File: src/rtl/irq_group4_map.svh
`ifndef IRQ_GROUP4_MAP_SVH
`define IRQ_GROUP4_MAP_SVH

// Register byte offsets
`define IRQ_ENABLE_OFFSET 8'hb4
`define IRQ_STATUS_OFFSET 8'hb0
// Reset values
`define IRQ_ENABLE_RESET  32'h0000_0000
`define IRQ_STATUS_RESET  32'h0000_0000
// Field positions inside the 32-bit word
`define FLD_B_ANC_MSB     31
`define FLD_B_ANC_LSB     28
`define FLD_A_ANC_MSB     27
`define FLD_A_ANC_LSB     12
`define FLD_B_VID_MSB     11
`define FLD_B_VID_LSB     0

`endif

File: src/rtl/irq_group4_pkg.sv
package irq_group4_pkg;
  // One bit per channel event of the group
  typedef logic [31:0] word_t;
  // Register decode result
  typedef enum logic [1:0] {
    sel_none,
    sel_status,
    sel_enable
  } reg_sel_t;
endpackage

File: src/rtl/dma_channel_irq_enable_group4.sv
// Chosen here: the strobed register port.
`timescale 1ns/1ps
`default_nettype none
`include "irq_group4_map.svh"

module dma_channel_irq_enable_group4
  import irq_group4_pkg::*;
(
  // Clock and reset
  input  wire logic        clk,
  input  wire logic        rstn,
  // Register port
  input  wire logic [7:0]  addr,
  input  wire logic [31:0] wdata,
  input  wire logic        wr,
  input  wire logic        rd,
  output logic      [31:0] rdata,
  // Completion pulses from the DMA channels, same clock
  input  wire logic [3:0]  done_b_anc,
  input  wire logic [15:0] done_a_anc,
  input  wire logic [11:0] done_b_vid,
  // Shared interrupt line
  output logic             dma_irq_line_one
);

  // Offset decode, shared by read and write paths
  function automatic reg_sel_t decode(input logic [7:0] a);
    if (a == `IRQ_ENABLE_OFFSET)
      return sel_enable;
    else if (a == `IRQ_STATUS_OFFSET)
      return sel_status;
    else
      return sel_none;
  endfunction

  // Pending test, shared by the line logic and its checks
  function automatic logic pending(input word_t flags, input word_t enables);
    return |(flags & enables);
  endfunction

  word_t       enable_q;
  word_t       enable_d;
  word_t       status_q;
  word_t       status_d;
  word_t       events;
  logic [31:0] rdata_d;
  logic        irq_d;
  reg_sel_t    sel;
  logic        wr_enable;
  logic        wr_status;
  logic        rd_enable;
  logic        rd_status;

  // Pack events into the register layout; status and enable share this map
  always_comb
  begin
    events = '0;
    events[`FLD_B_ANC_MSB:`FLD_B_ANC_LSB] = done_b_anc;
    events[`FLD_A_ANC_MSB:`FLD_A_ANC_LSB] = done_a_anc;
    events[`FLD_B_VID_MSB:`FLD_B_VID_LSB] = done_b_vid;
  end

  // Access decode, done once so every group sees the same hit
  always_comb
  begin
    sel = decode(addr);
    wr_enable = wr && (sel == sel_enable);
    wr_status = wr && (sel == sel_status);
    rd_enable = rd && (sel == sel_enable);
    rd_status = rd && (sel == sel_status);
  end

  // Enable group: software owns every bit, hardware never changes one
  always_comb
  begin
    enable_d = enable_q;
    if (wr_enable)
      enable_d = wdata;
  end

  // Enable register; zero after reset keeps every event off the line
  always_ff @(posedge clk or negedge rstn)
  begin
    if (!rstn)
      enable_q <= `IRQ_ENABLE_RESET;
    else
      enable_q <= enable_d;
  end

  // Status group: clear first, then set, so an event in the clear cycle survives
  always_comb
  begin
    status_d = status_q;
    if (wr_status)
      status_d = status_q & ~wdata;
    status_d = status_d | events;
  end

  // Status register; a bit only leaves by a software clear
  always_ff @(posedge clk or negedge rstn)
  begin
    if (!rstn)
      status_q <= `IRQ_STATUS_RESET;
    else
      status_q <= status_d;
  end

  // Read group: data stands one cycle after the strobe, zero otherwise
  always_comb
  begin
    rdata_d = 32'h0000_0000;                             // Unmapped reads give zero
    if (rd_enable)
      rdata_d = enable_q;
    else if (rd_status)
      rdata_d = status_q;
  end

  // Read data register
  always_ff @(posedge clk or negedge rstn)
  begin
    if (!rstn)
      rdata <= 32'h0000_0000;
    else
      rdata <= rdata_d;
  end

  // Line from the next register values, so a new event or a new enable
  // shows one edge later, with no extra cycle of lag
  always_comb
  begin
    irq_d = pending(status_d, enable_d);
  end

  // Registered so the line has no glitch from decode logic
  always_ff @(posedge clk or negedge rstn)
  begin
    if (!rstn)
      dma_irq_line_one <= 1'h0;
    else
      dma_irq_line_one <= irq_d;
  end

  // Checks
  property p_irq_level;
    @(posedge clk) disable iff (!rstn)
      1'b1 |=> dma_irq_line_one == |(status_q & enable_q);
  endproperty
  a_irq_level: assert property (p_irq_level) else $error("irq not status and enable");

  property p_masked_quiet;
    @(posedge clk) disable iff (!rstn)
      (enable_q == 32'h0000_0000) |-> !dma_irq_line_one;
  endproperty
  a_masked_quiet: assert property (p_masked_quiet) else $error("irq with all disabled");

  property p_event_fires;
    @(posedge clk) disable iff (!rstn)
      (|(events & enable_q) && !(wr && decode(addr) == sel_enable)) |=> dma_irq_line_one;
  endproperty
  a_event_fires: assert property (p_event_fires) else $error("enabled event missed");

  property p_sticky;
    @(posedge clk) disable iff (!rstn)
      (status_q != 32'h0 && !wr_status)
        |=> (status_q & $past(status_q)) == $past(status_q);
  endproperty
  a_sticky: assert property (p_sticky) else $error("status lost without clear");

  property p_set_on_event;
    @(posedge clk) disable iff (!rstn)
      events[31] |=> status_q[31];
  endproperty
  a_set_on_event: assert property (p_set_on_event) else $error("b anc ch3 not set");

  property p_a_anc_map;
    @(posedge clk) disable iff (!rstn)
      done_a_anc[0] |=> status_q[12];
  endproperty
  a_a_anc_map: assert property (p_a_anc_map) else $error("a anc ch0 not at bit 12");

  property p_b_vid_map;
    @(posedge clk) disable iff (!rstn)
      done_b_vid[11] |=> status_q[11];
  endproperty
  a_b_vid_map: assert property (p_b_vid_map) else $error("b vid ch15 not at bit 11");

  property p_w1c;
    @(posedge clk) disable iff (!rstn)
      (wr && decode(addr) == sel_status && wdata[0] && !events[0]) |=> !status_q[0];
  endproperty
  a_w1c: assert property (p_w1c) else $error("write one did not clear");

  property p_enable_rw;
    @(posedge clk) disable iff (!rstn)
      (wr && decode(addr) == sel_enable) ##1 (rd && decode(addr) == sel_enable)
        |=> rdata == $past(enable_q);
  endproperty
  a_enable_rw: assert property (p_enable_rw) else $error("enable readback wrong");

  // Reset values, register access, further field positions and line behaviour
  property p_reset_values;
    @(posedge clk) disable iff (!rstn)
      $rose(rstn) |-> enable_q == `IRQ_ENABLE_RESET && status_q == `IRQ_STATUS_RESET
        && !dma_irq_line_one && rdata == 32'h0000_0000;
  endproperty
  a_reset_values: assert property (p_reset_values) else $error("reset values wrong");

  property p_unmapped_read;
    @(posedge clk) disable iff (!rstn)
      (rd && decode(addr) == sel_none) |=> rdata == 32'h0000_0000;
  endproperty
  a_unmapped_read: assert property (p_unmapped_read) else $error("unmapped read not zero");

  property p_rdata_idle;
    @(posedge clk) disable iff (!rstn)
      !rd |=> rdata == 32'h0000_0000;
  endproperty
  a_rdata_idle: assert property (p_rdata_idle) else $error("read data without read");

  property p_status_read;
    @(posedge clk) disable iff (!rstn)
      rd_status |=> rdata == $past(status_q);
  endproperty
  a_status_read: assert property (p_status_read) else $error("status readback wrong");

  property p_enable_hold;
    @(posedge clk) disable iff (!rstn)
      !wr_enable |=> $stable(enable_q);
  endproperty
  a_enable_hold: assert property (p_enable_hold) else $error("enable moved without write");

  property p_enable_load;
    @(posedge clk) disable iff (!rstn)
      wr_enable |=> enable_q == $past(wdata);
  endproperty
  a_enable_load: assert property (p_enable_load) else $error("enable write lost");

  property p_b_anc_ch0;
    @(posedge clk) disable iff (!rstn)
      done_b_anc[0] |=> status_q[28];
  endproperty
  a_b_anc_ch0: assert property (p_b_anc_ch0) else $error("b anc ch0 not at bit 28");

  property p_a_anc_ch15;
    @(posedge clk) disable iff (!rstn)
      done_a_anc[15] |=> status_q[27];
  endproperty
  a_a_anc_ch15: assert property (p_a_anc_ch15) else $error("a anc ch15 not at bit 27");

  property p_a_anc_ch8;
    @(posedge clk) disable iff (!rstn)
      done_a_anc[8] |=> status_q[20];
  endproperty
  a_a_anc_ch8: assert property (p_a_anc_ch8) else $error("a anc ch8 not at bit 20");

  property p_b_vid_ch4;
    @(posedge clk) disable iff (!rstn)
      done_b_vid[0] |=> status_q[0];
  endproperty
  a_b_vid_ch4: assert property (p_b_vid_ch4) else $error("b vid ch4 not at bit 0");

  property p_zero_keeps;
    @(posedge clk) disable iff (!rstn)
      (wr_status && !wdata[31] && status_q[31]) |=> status_q[31];
  endproperty
  a_zero_keeps: assert property (p_zero_keeps) else $error("write zero cleared a flag");

  property p_set_wins;
    @(posedge clk) disable iff (!rstn)
      (wr_status && wdata[12] && events[12]) |=> status_q[12];
  endproperty
  a_set_wins: assert property (p_set_wins) else $error("event lost to same cycle clear");

  property p_line_drops;
    @(posedge clk) disable iff (!rstn)
      (wr_status && (wdata & status_q & enable_q) == (status_q & enable_q)
        && !pending(events, enable_q)) |=> !dma_irq_line_one;
  endproperty
  a_line_drops: assert property (p_line_drops) else $error("line held after clear");

  property p_masked_blocks;
    @(posedge clk) disable iff (!rstn)
      (!pending(status_q, enable_q) && !pending(events, enable_q) && !wr_enable)
        |=> !dma_irq_line_one;
  endproperty
  a_masked_blocks: assert property (p_masked_blocks) else $error("masked flag raised line");

  c_irq_rise: cover property (@(posedge clk) disable iff (!rstn) $rose(dma_irq_line_one));
  c_masked_event: cover property (@(posedge clk) disable iff (!rstn)
    |(events & ~enable_q) && !dma_irq_line_one);
  c_clear_irq: cover property (@(posedge clk) disable iff (!rstn) $fell(dma_irq_line_one));
  c_set_clear_same: cover property (@(posedge clk) disable iff (!rstn)
    wr && decode(addr) == sel_status && |(wdata & events));

endmodule
`default_nettype wire

File: config.mk
export PLATFORM = sky130hd
export DESIGN_NAME = dma_channel_irq_enable_group4
export DESIGN_NICKNAME = d
export VERILOG_FILES = /design/src/rtl/irq_group4_pkg.sv /design/src/rtl/dma_channel_irq_enable_group4.sv
export VERILOG_INCLUDE_DIRS = /design/src /design/src/rtl
export SDC_FILE = /design/constraint.sdc
export NUM_CORES = 1
export LEC_CHECK = 0
export BUFFER_PORTS_ARGS = -buffer_cell sky130_fd_sc_hd__buf_2
export CAP_MARGIN = 5
export CORE_MARGIN = 5
export CORE_UTILIZATION = 49
export DETAILED_ROUTE_END_ITERATION = 12
export HOLD_SLACK_MARGIN = 0.08
export PLACE_DENSITY_LB_ADDON = 0.15
export SYNTH_ARGS = -nofsm -noshare
export SYNTH_HDL_FRONTEND = slang
export SYNTH_SLANG_ARGS = --single-unit
File: constraint.sdc
create_clock -name clk -period 1.2 [get_ports clk]
set_input_delay 0.24 -clock clk [delete_from_list [all_inputs] [get_ports clk]]
set_output_delay 0.24 -clock clk [all_outputs]
set_load 0.05 [all_outputs]
==> results of run 1 <==
## cell families after synthesis
family / Yosys count
AOI/OAI and AO/OA: 112
muxes: 64
DFF: 97
buffers and inverters: 31
and+or+nand+nor: 140
## state kept, by name, indices dropped and copies added (netlist names)
signal and cells:
rdata 32, enable_q 32, dma_irq_line_one 1, status_q 32
## worst max-delay path, stage by stage
cell      delay, ns
buf_2          0.09
and4b_1        0.23
buf_4          0.16
buf_4          0.22
nand4b_1       0.17
a21oi_1        0.21
o22ai_2        0.13
nor4_2         0.29
buf_4          0.15
nand4_1        0.06
## placed cells by master, fill, tap and decap left out, types with 22 or more instances in the layout
| master | netlist | layout |
|---|---|---|
| a21o_1 | 32 | 32 |
| a21oi_1 | 32 | 31 |
| buf_2 | 19 | 71 |
| buf_4 | 0 | 121 |
| buf_6 | 0 | 25 |
| dfrtp_1 | 97 | 97 |
| mux2_2 | 32 | 28 |
| mux2i_1 | 32 | 32 |
| nand2_1 | 33 | 32 |
| nand4b_1 | 32 | 32 |
| nor2_1 | 32 | 32 |
| o221ai_1 | 32 | 22 |
| or2_2 | 32 | 32 |
## stage by stage
step	instance area [sq um]	cells
2_1_floorplan	4910	444
4_1_cts	7110	808
6_report	7360	816
3_5_place_dp	6390	763
5_1_grt	7360	816
3_3_place_gp	6390	763
## power by group through the flow
stage	Clock, uW	Combinational (uW)	Sequential, uW
after floorplan	0	319	3500
after global placement	0	913	3450
after detailed placement	0	936	3450
after CTS	2460	1020	3390
after global routing	2610	1130	3410
final	2440	1060	3400
## layout make-up
type                            count  area (sq um)  share of cell area
Timing Repair Buffer              254          2100               0.285
Tap cell                          133           166              0.0226
Multi-Input combinational cell    316          2440               0.332
Sequential cell                    97          2430               0.330
Clock inverter                      5          77.6              0.0105
Clock buffer                       11           151              0.0206
## timing repair
| item | 4_1_cts | 5_1_grt |
|---|---|---|
| pin swaps | 11 | 6 |
| setup buffers | 11 | 10 |
| resized for setup | 50 | 71 |
| endpoints found under the hold margin | 37 | 0 |
| gates cloned | 1 | 2 |
| hold buffers | 17 | 0 |
| endpoints found under the setup margin | 65 | 92 |
## per-layer routing
metal,global-route usage,vias up
li1,-,2134
met1,0.326,2310
met2,0.462,194
met3,0.0376,36
met4,0.109,0
met5,0,-
## worst max-delay path by stage
| stage | startpoint | end | cells past startpoint |
|---|---|---|---|
| final | addr[6] | dma_irq_line_one$_DFF_PN0_ | 10 |
| after global routing | addr[0] | dma_irq_line_one$_DFF_PN0_ | 10 |
| after CTS | addr[3] | dma_irq_line_one$_DFF_PN0_ | 11 |
| after detailed placement | addr[1] | dma_irq_line_one$_DFF_PN0_ | 10 |
| after global placement | addr[1] | dma_irq_line_one$_DFF_PN0_ | 10 |
| after floorplan | addr[1] | dma_irq_line_one$_DFF_PN0_ | 7 |
==> reports/summary.txt, run 1 <==
Crit path required time - 1.44 ns
Async SR Flop Fraction - 1.00
Count leader, synth - dfrtp_1
Chip width - 109 microns
H-tree Lvls - 3
Fin crit period - 1.73 ns
DRT antenna net count - 0
Post-route DRC - 0
Wire length per cell - 19.5 microns
Final hold violation count - 0
Commonest cells in the netlist - 97 x dfrtp_1, 33 x nand2_1
Hold_sp - done_b_anc[3]
Mux contribution to synthesized area - 0.140
Total GRT Usage - 0.264
Failing checks - setup timing
R2R cell count - 6
Post-synth EDFFs - 0
IO Count - 109
Worst Setup Path Type - primary input to flop
Synth top area share - 0.501
Number of global-route vias before repair - 4872
Min-delay worst type - primary input to flop
Vias - 4674
FF-to-FF End - dma_irq_line_one$_DFF_PN0_
Cell variety after synth - 22
XOR/XNOR share of the synthesized area - 0
Syn avg cell area - 10.9 sq um
CP startpoint kind - primary input
Worst clock skew - 0.00589 ns
Total die area - 0.0120 sq mm
Seq pwr share - 0.493
CTS tree - done
Crit end category - flop
Crit Path Max Fanout - 11
Net Sw Power - 1750 uW
Clk buf depth - 2
RSZ-0062 raised after global routing - true
Fill cells - 691
Setup TNS - -12.94 ns
TritonCTS buffer count - 9
Post-DP HPWL - 10700 microns
Clk sink count - 97
Largest net degree at the start of global routing - 26
PortBufs - 108
Complex-gate fraction of the synthesized area - 0.161
WHS Path Cells - 2
Final nets - 754
Mapped Cells - 444
Sequential share of the synthesized area - 0.501
Cell Rows - 36
Cell type with the largest total area after synthesis - dfrtp_1
Post-Syn Area - 0.00485 sq mm
Setup slack, reg-to-reg - -0.35 ns
Clock Power Share - 0.354
Worst R2R Start - status_q[6]$_DFF_PN0_
Max Cap Viol - 0
Status - finished, violations left
Slew headroom - 0.720
Initial antenna violation count - 0
Finished Core Util - 0.757
Min Hold Slack - 0.0936 ns
# diodes - 0
Worst Max-Slew Pin Slew - 0.420 ns
Post-synthesis adder-cell area fraction - 0
Met1 Wirelength - 6300 microns
Metal3 WL - 1010 microns
Root buf cell - clkbuf_8
VDD IR max - 643 uV
Worst-Skew Late Latency - 0.36 ns
Final Wtd Congestion - 0.883
Cell area power density - 938 mW/mm^2
Arr. time, crit path - 1.98 ns
Remaining global-route overflow - 0
Met2 wire len - 8190 microns
Pins over their slew limit - 0
Fraction of the mapped netlist area in simple logic gates - 0.169
Area delta synth->final - 51.8%
LEAKAGE - 0.00330 uW
Setup violators final - 58
Effective utilization at floorplan - 0.498
Period utilisation layout - 1.45
Initial DRC count - 208
Synth warn - 0
Gate power share - 0.154
Most used flip-flop cell after synthesis - dfrtp_1
Pint - 5160 uW
Core area - 0.00973 sq mm
First-pass GRT wire length - 24300 microns
FMAX - 576 MHz
Share of layout cells above drive strength 1 - 0.496
Clock slew at reported path FFs - 0.09 ns
Main combinational cell family by area after synthesis - simple AND/OR/NAND/NOR gates
Switching power share of the total - 0.253
Area contributors post-synth - dfrtp_1 50%, mux2_2 7.4%, mux2i_1 6.6%
Worst slack, placed - -0.957 ns
Routed Wire Length - 15900 microns
Hold Path End - status_q[31]$_DFF_PN0_
Power Total - 6910 uW
DR pass1 iterations - 5
Setup WS post-layout - -0.535 ns
Chip height - 109 microns
DR top layer - met4
Vias/cell - 5.73
Yosys reg bits - 97
Mapped Nets - 520
(Power assumes the default switching activity.)
==> run 2: changes to the inputs <==
--- a/config.mk
+++ b/config.mk
@@ -16,3 +16,4 @@
 export SYNTH_ARGS = -nofsm -noshare
 export SYNTH_HDL_FRONTEND = slang
 export SYNTH_SLANG_ARGS = --single-unit
+export TNS_END_PERCENT = 1
==> run 2 against run 1 <==
  * The flow still finishes with violations (setup timing)
  * Non-clock buffer count is 9 lower
  * Total power is 7.0% lower
  * Largest power group unchanged
  * Fmax is 5.0% higher
  * Clock power is 19% lower
  * Die area stayed put
  * Final cell count is 1.1% lower
  * Sequential power hardly changed
  * Critical path depth is 1 higher
  * Via count is 2.9% lower
  * Critical endpoint unchanged
  * Worst hold slack better by 0.0014 ns
  * Highest routed layer unchanged
  * Combinational power hardly changed
  * Flip-flop and latch count stayed put
==> reports/summary.txt, run 2 (synthesized netlist as in run 1, its figures left out) <==
Vias/cell - 5.62 (-1.8%)
RSZ-0062 raised after global routing - true
Power Total - 6430 uW (-7.0%)
Fin crit period - 1.65 ns (-0.0828 ns)
PortBufs - 108 (unchanged)
Wire length per cell - 18.8 microns (-3.7%)
Setup WS post-layout - -0.452 ns (+0.0828 ns)
CP Cell Sequence - buf_8 -> nor4b_4 -> buf_4 -> buf_6 -> buf_6 -> buf_6 -> nand4b_1 -> a21oi_2 -> o22ai_2 -> nor4_4 -> nand4_1
Commonest cells after routing, fill and taps aside - 97 x dfrtp_1, 89 x buf_4, 71 x buf_2
Seq pwr share - 0.529 (+0.036)
CP Buf/Inv Count - 5 (+1)
Clock Power Share - 0.307 (-0.047)
FMAX - 605 MHz (+5.0%)
Net Sw Power - 1800 uW (+3.1%)
Total die area - 0.0120 sq mm (unchanged)
Remaining global-route overflow - 0 (unchanged)
Final nets - 745 (-1.2%)
Initial antenna violation count - 0 (unchanged)
Area delta synth->final - 52.0% (about the same)
# diodes - 0 (unchanged)
CP most frequent cell - buf_6
Worst-Skew Late Latency - 0.38 ns (+0.02 ns)
Worst clock skew - 0.00996 ns (+0.00407 ns)
Pins over their slew limit - 0 (unchanged)
Clock slew at reported path FFs - 0.10 ns (about the same)
Top Family by Delay on Critical Path - simple AND/OR/NAND/NOR gates
Min-delay worst type - primary input to flop
Post-DP HPWL - 9740 microns (-8.6%)
Total GRT Usage - 0.261 (-0.00213)
Core area - 0.00973 sq mm (unchanged)
Effective utilization at floorplan - 0.498 (unchanged)
Pint - 4620 uW (-10%)
Crit path required time - 1.46 ns (+0.02 ns)
DR pass1 iterations - 4 (-1)
Worst Max-Slew Pin Slew - 0.343 ns (-0.0773 ns)
Post-route DRC - 0 (unchanged)
Switching power share of the total - 0.281 (+0.0274)
Largest net degree at the start of global routing - 62 (+140%)
Final Wtd Congestion - 0.841 (-4.7%)
Slew headroom - 0.771 (+0.0515)
Critical-path top delay cell - nor4_4
CTS tree - done
Setup violators final - 58 (unchanged)
IO Count - 109 (unchanged)
CP startpoint kind - primary input
Gate power share - 0.164 (+0.010)
Root buf cell - clkbuf_8
Crit Path Max Fanout - 8 (-3)
Share of layout cells above drive strength 1 - 0.490 (-0.00673)
Worst Setup Path Type - primary input to flop
Arr. time, crit path - 1.91 ns (-0.07 ns)
DRT antenna net count - 0 (unchanged)
Cell area power density - 872 mW/mm^2 (-7.0%)
Clk buf depth - 2 (unchanged)
Final hold violation count - 0 (unchanged)
Max Cap Viol - 0 (unchanged)
Routed Wire Length - 15100 microns (-4.7%)
Failing checks - setup timing
Setup TNS - -11.36 ns (+1.58 ns)
H-tree Lvls - 3 (unchanged)
Number of global-route vias before repair - 4892 (+0.41%)
Clk sink count - 97 (unchanged)
Setup slack, reg-to-reg - -0.26 ns (+0.09 ns)
Status - finished, violations left
Dpl cells - 749 (-1.8%)
Most common cell after layout, fill and taps aside - dfrtp_1
Initial DRC count - 185 (-11%)
Cell Rows - 36 (unchanged)
Post-Layout Cell Count - 807 (-1.1%)
VDD IR max - 683 uV (+6.2%)
Fill cells - 665 (-3.8%)
Crit end category - flop
Chip width - 109 microns (unchanged)
TritonCTS buffer count - 9 (unchanged)
Period utilisation layout - 1.38 (-0.0690)
Chip height - 109 microns (unchanged)
First-pass GRT wire length - 24100 microns (-0.99%)
Critical Path Max Stage Delay - 0.28 ns (about the same)
Vias - 4538 (-2.9%)
Top flop regs - enable_q (32), rdata (32), status_q (32)
LEAKAGE - 0.00323 uW (-2.0%)
Finished Core Util - 0.757 (about the same)
run 2: timing repair:
action | in CTS | in global routing
pin swaps | 19 | 10
setup buffers | 9 | 2
resized for setup | 83 | 38
endpoints found under the setup margin | 77 | 89
hold buffers | 26 | 1
endpoints found under the hold margin | 122 | 1
cloned | 5 | 0
run 2: cell type report:
type | count | area (sq um) | share of cell area
tap | 133 | 166 | 0.0226
timing repair buffer | 245 | 2110 | 0.286
sequential | 97 | 2430 | 0.329
multi-input combinational | 316 | 2500 | 0.339
clock buffer | 9 | 124 | 0.0168
clock inverter | 7 | 47.5 | 0.00645
run 2: metrics by stage:
stage / area (sq um) / hold slack [ns] / setup slack (ns)
final: 7370 / 0.0950 / -0.452
after global routing: 7370 / 0.0977 / -0.609
after CTS: 7190 / 0.0811 / -0.414
after detailed placement: 6230 / 0.234 / -1.04
after global placement: 6230 / 0.238 / -1.01
after floorplan: 4850 / -0.0556 / -0.550
run 2: power groups by stage:
stage                     sequential, uW  clock, uW  combinational [uW]
after floorplan                     3500          0                 314
after global placement              3450          0                 861
after detailed placement            3450          0                 872
after CTS                           3390       2000                1020
after global routing                3410       2150                1140
final                               3400       1970                1050
run 2: path summary, 6_finish.rpt:
kind / cells past startpoint / endpoint / from
max: 11 / dma_irq_line_one$_DFF_PN0_ / addr[0]
min in group asynchronous: 3 / rdata[10]$_DFF_PN0_ / rstn
max reg2reg: 6 / dma_irq_line_one$_DFF_PN0_ / status_q[18]$_DFF_PN0_
min reg2reg: 1 / status_q[26]$_DFF_PN0_ / status_q[26]$_DFF_PN0_
max in group asynchronous: 3 / enable_q[26]$_DFF_PN0_ / rstn
min: 2 / status_q[18]$_DFF_PN0_ / done_a_anc[6]
run 2: metal layers:
| metal | wire length (microns) | up-vias | global-route usage |
|---|---|---|---|
| li1 | - | 2121 | - |
| met3 | 887 | 25 | 0.0482 |
| met1 | 6410 | 2244 | 0.333 |
| met5 | 0 | - | 0 |
| met2 | 7550 | 148 | 0.437 |
| met4 | 289 | 0 | 0.111 |
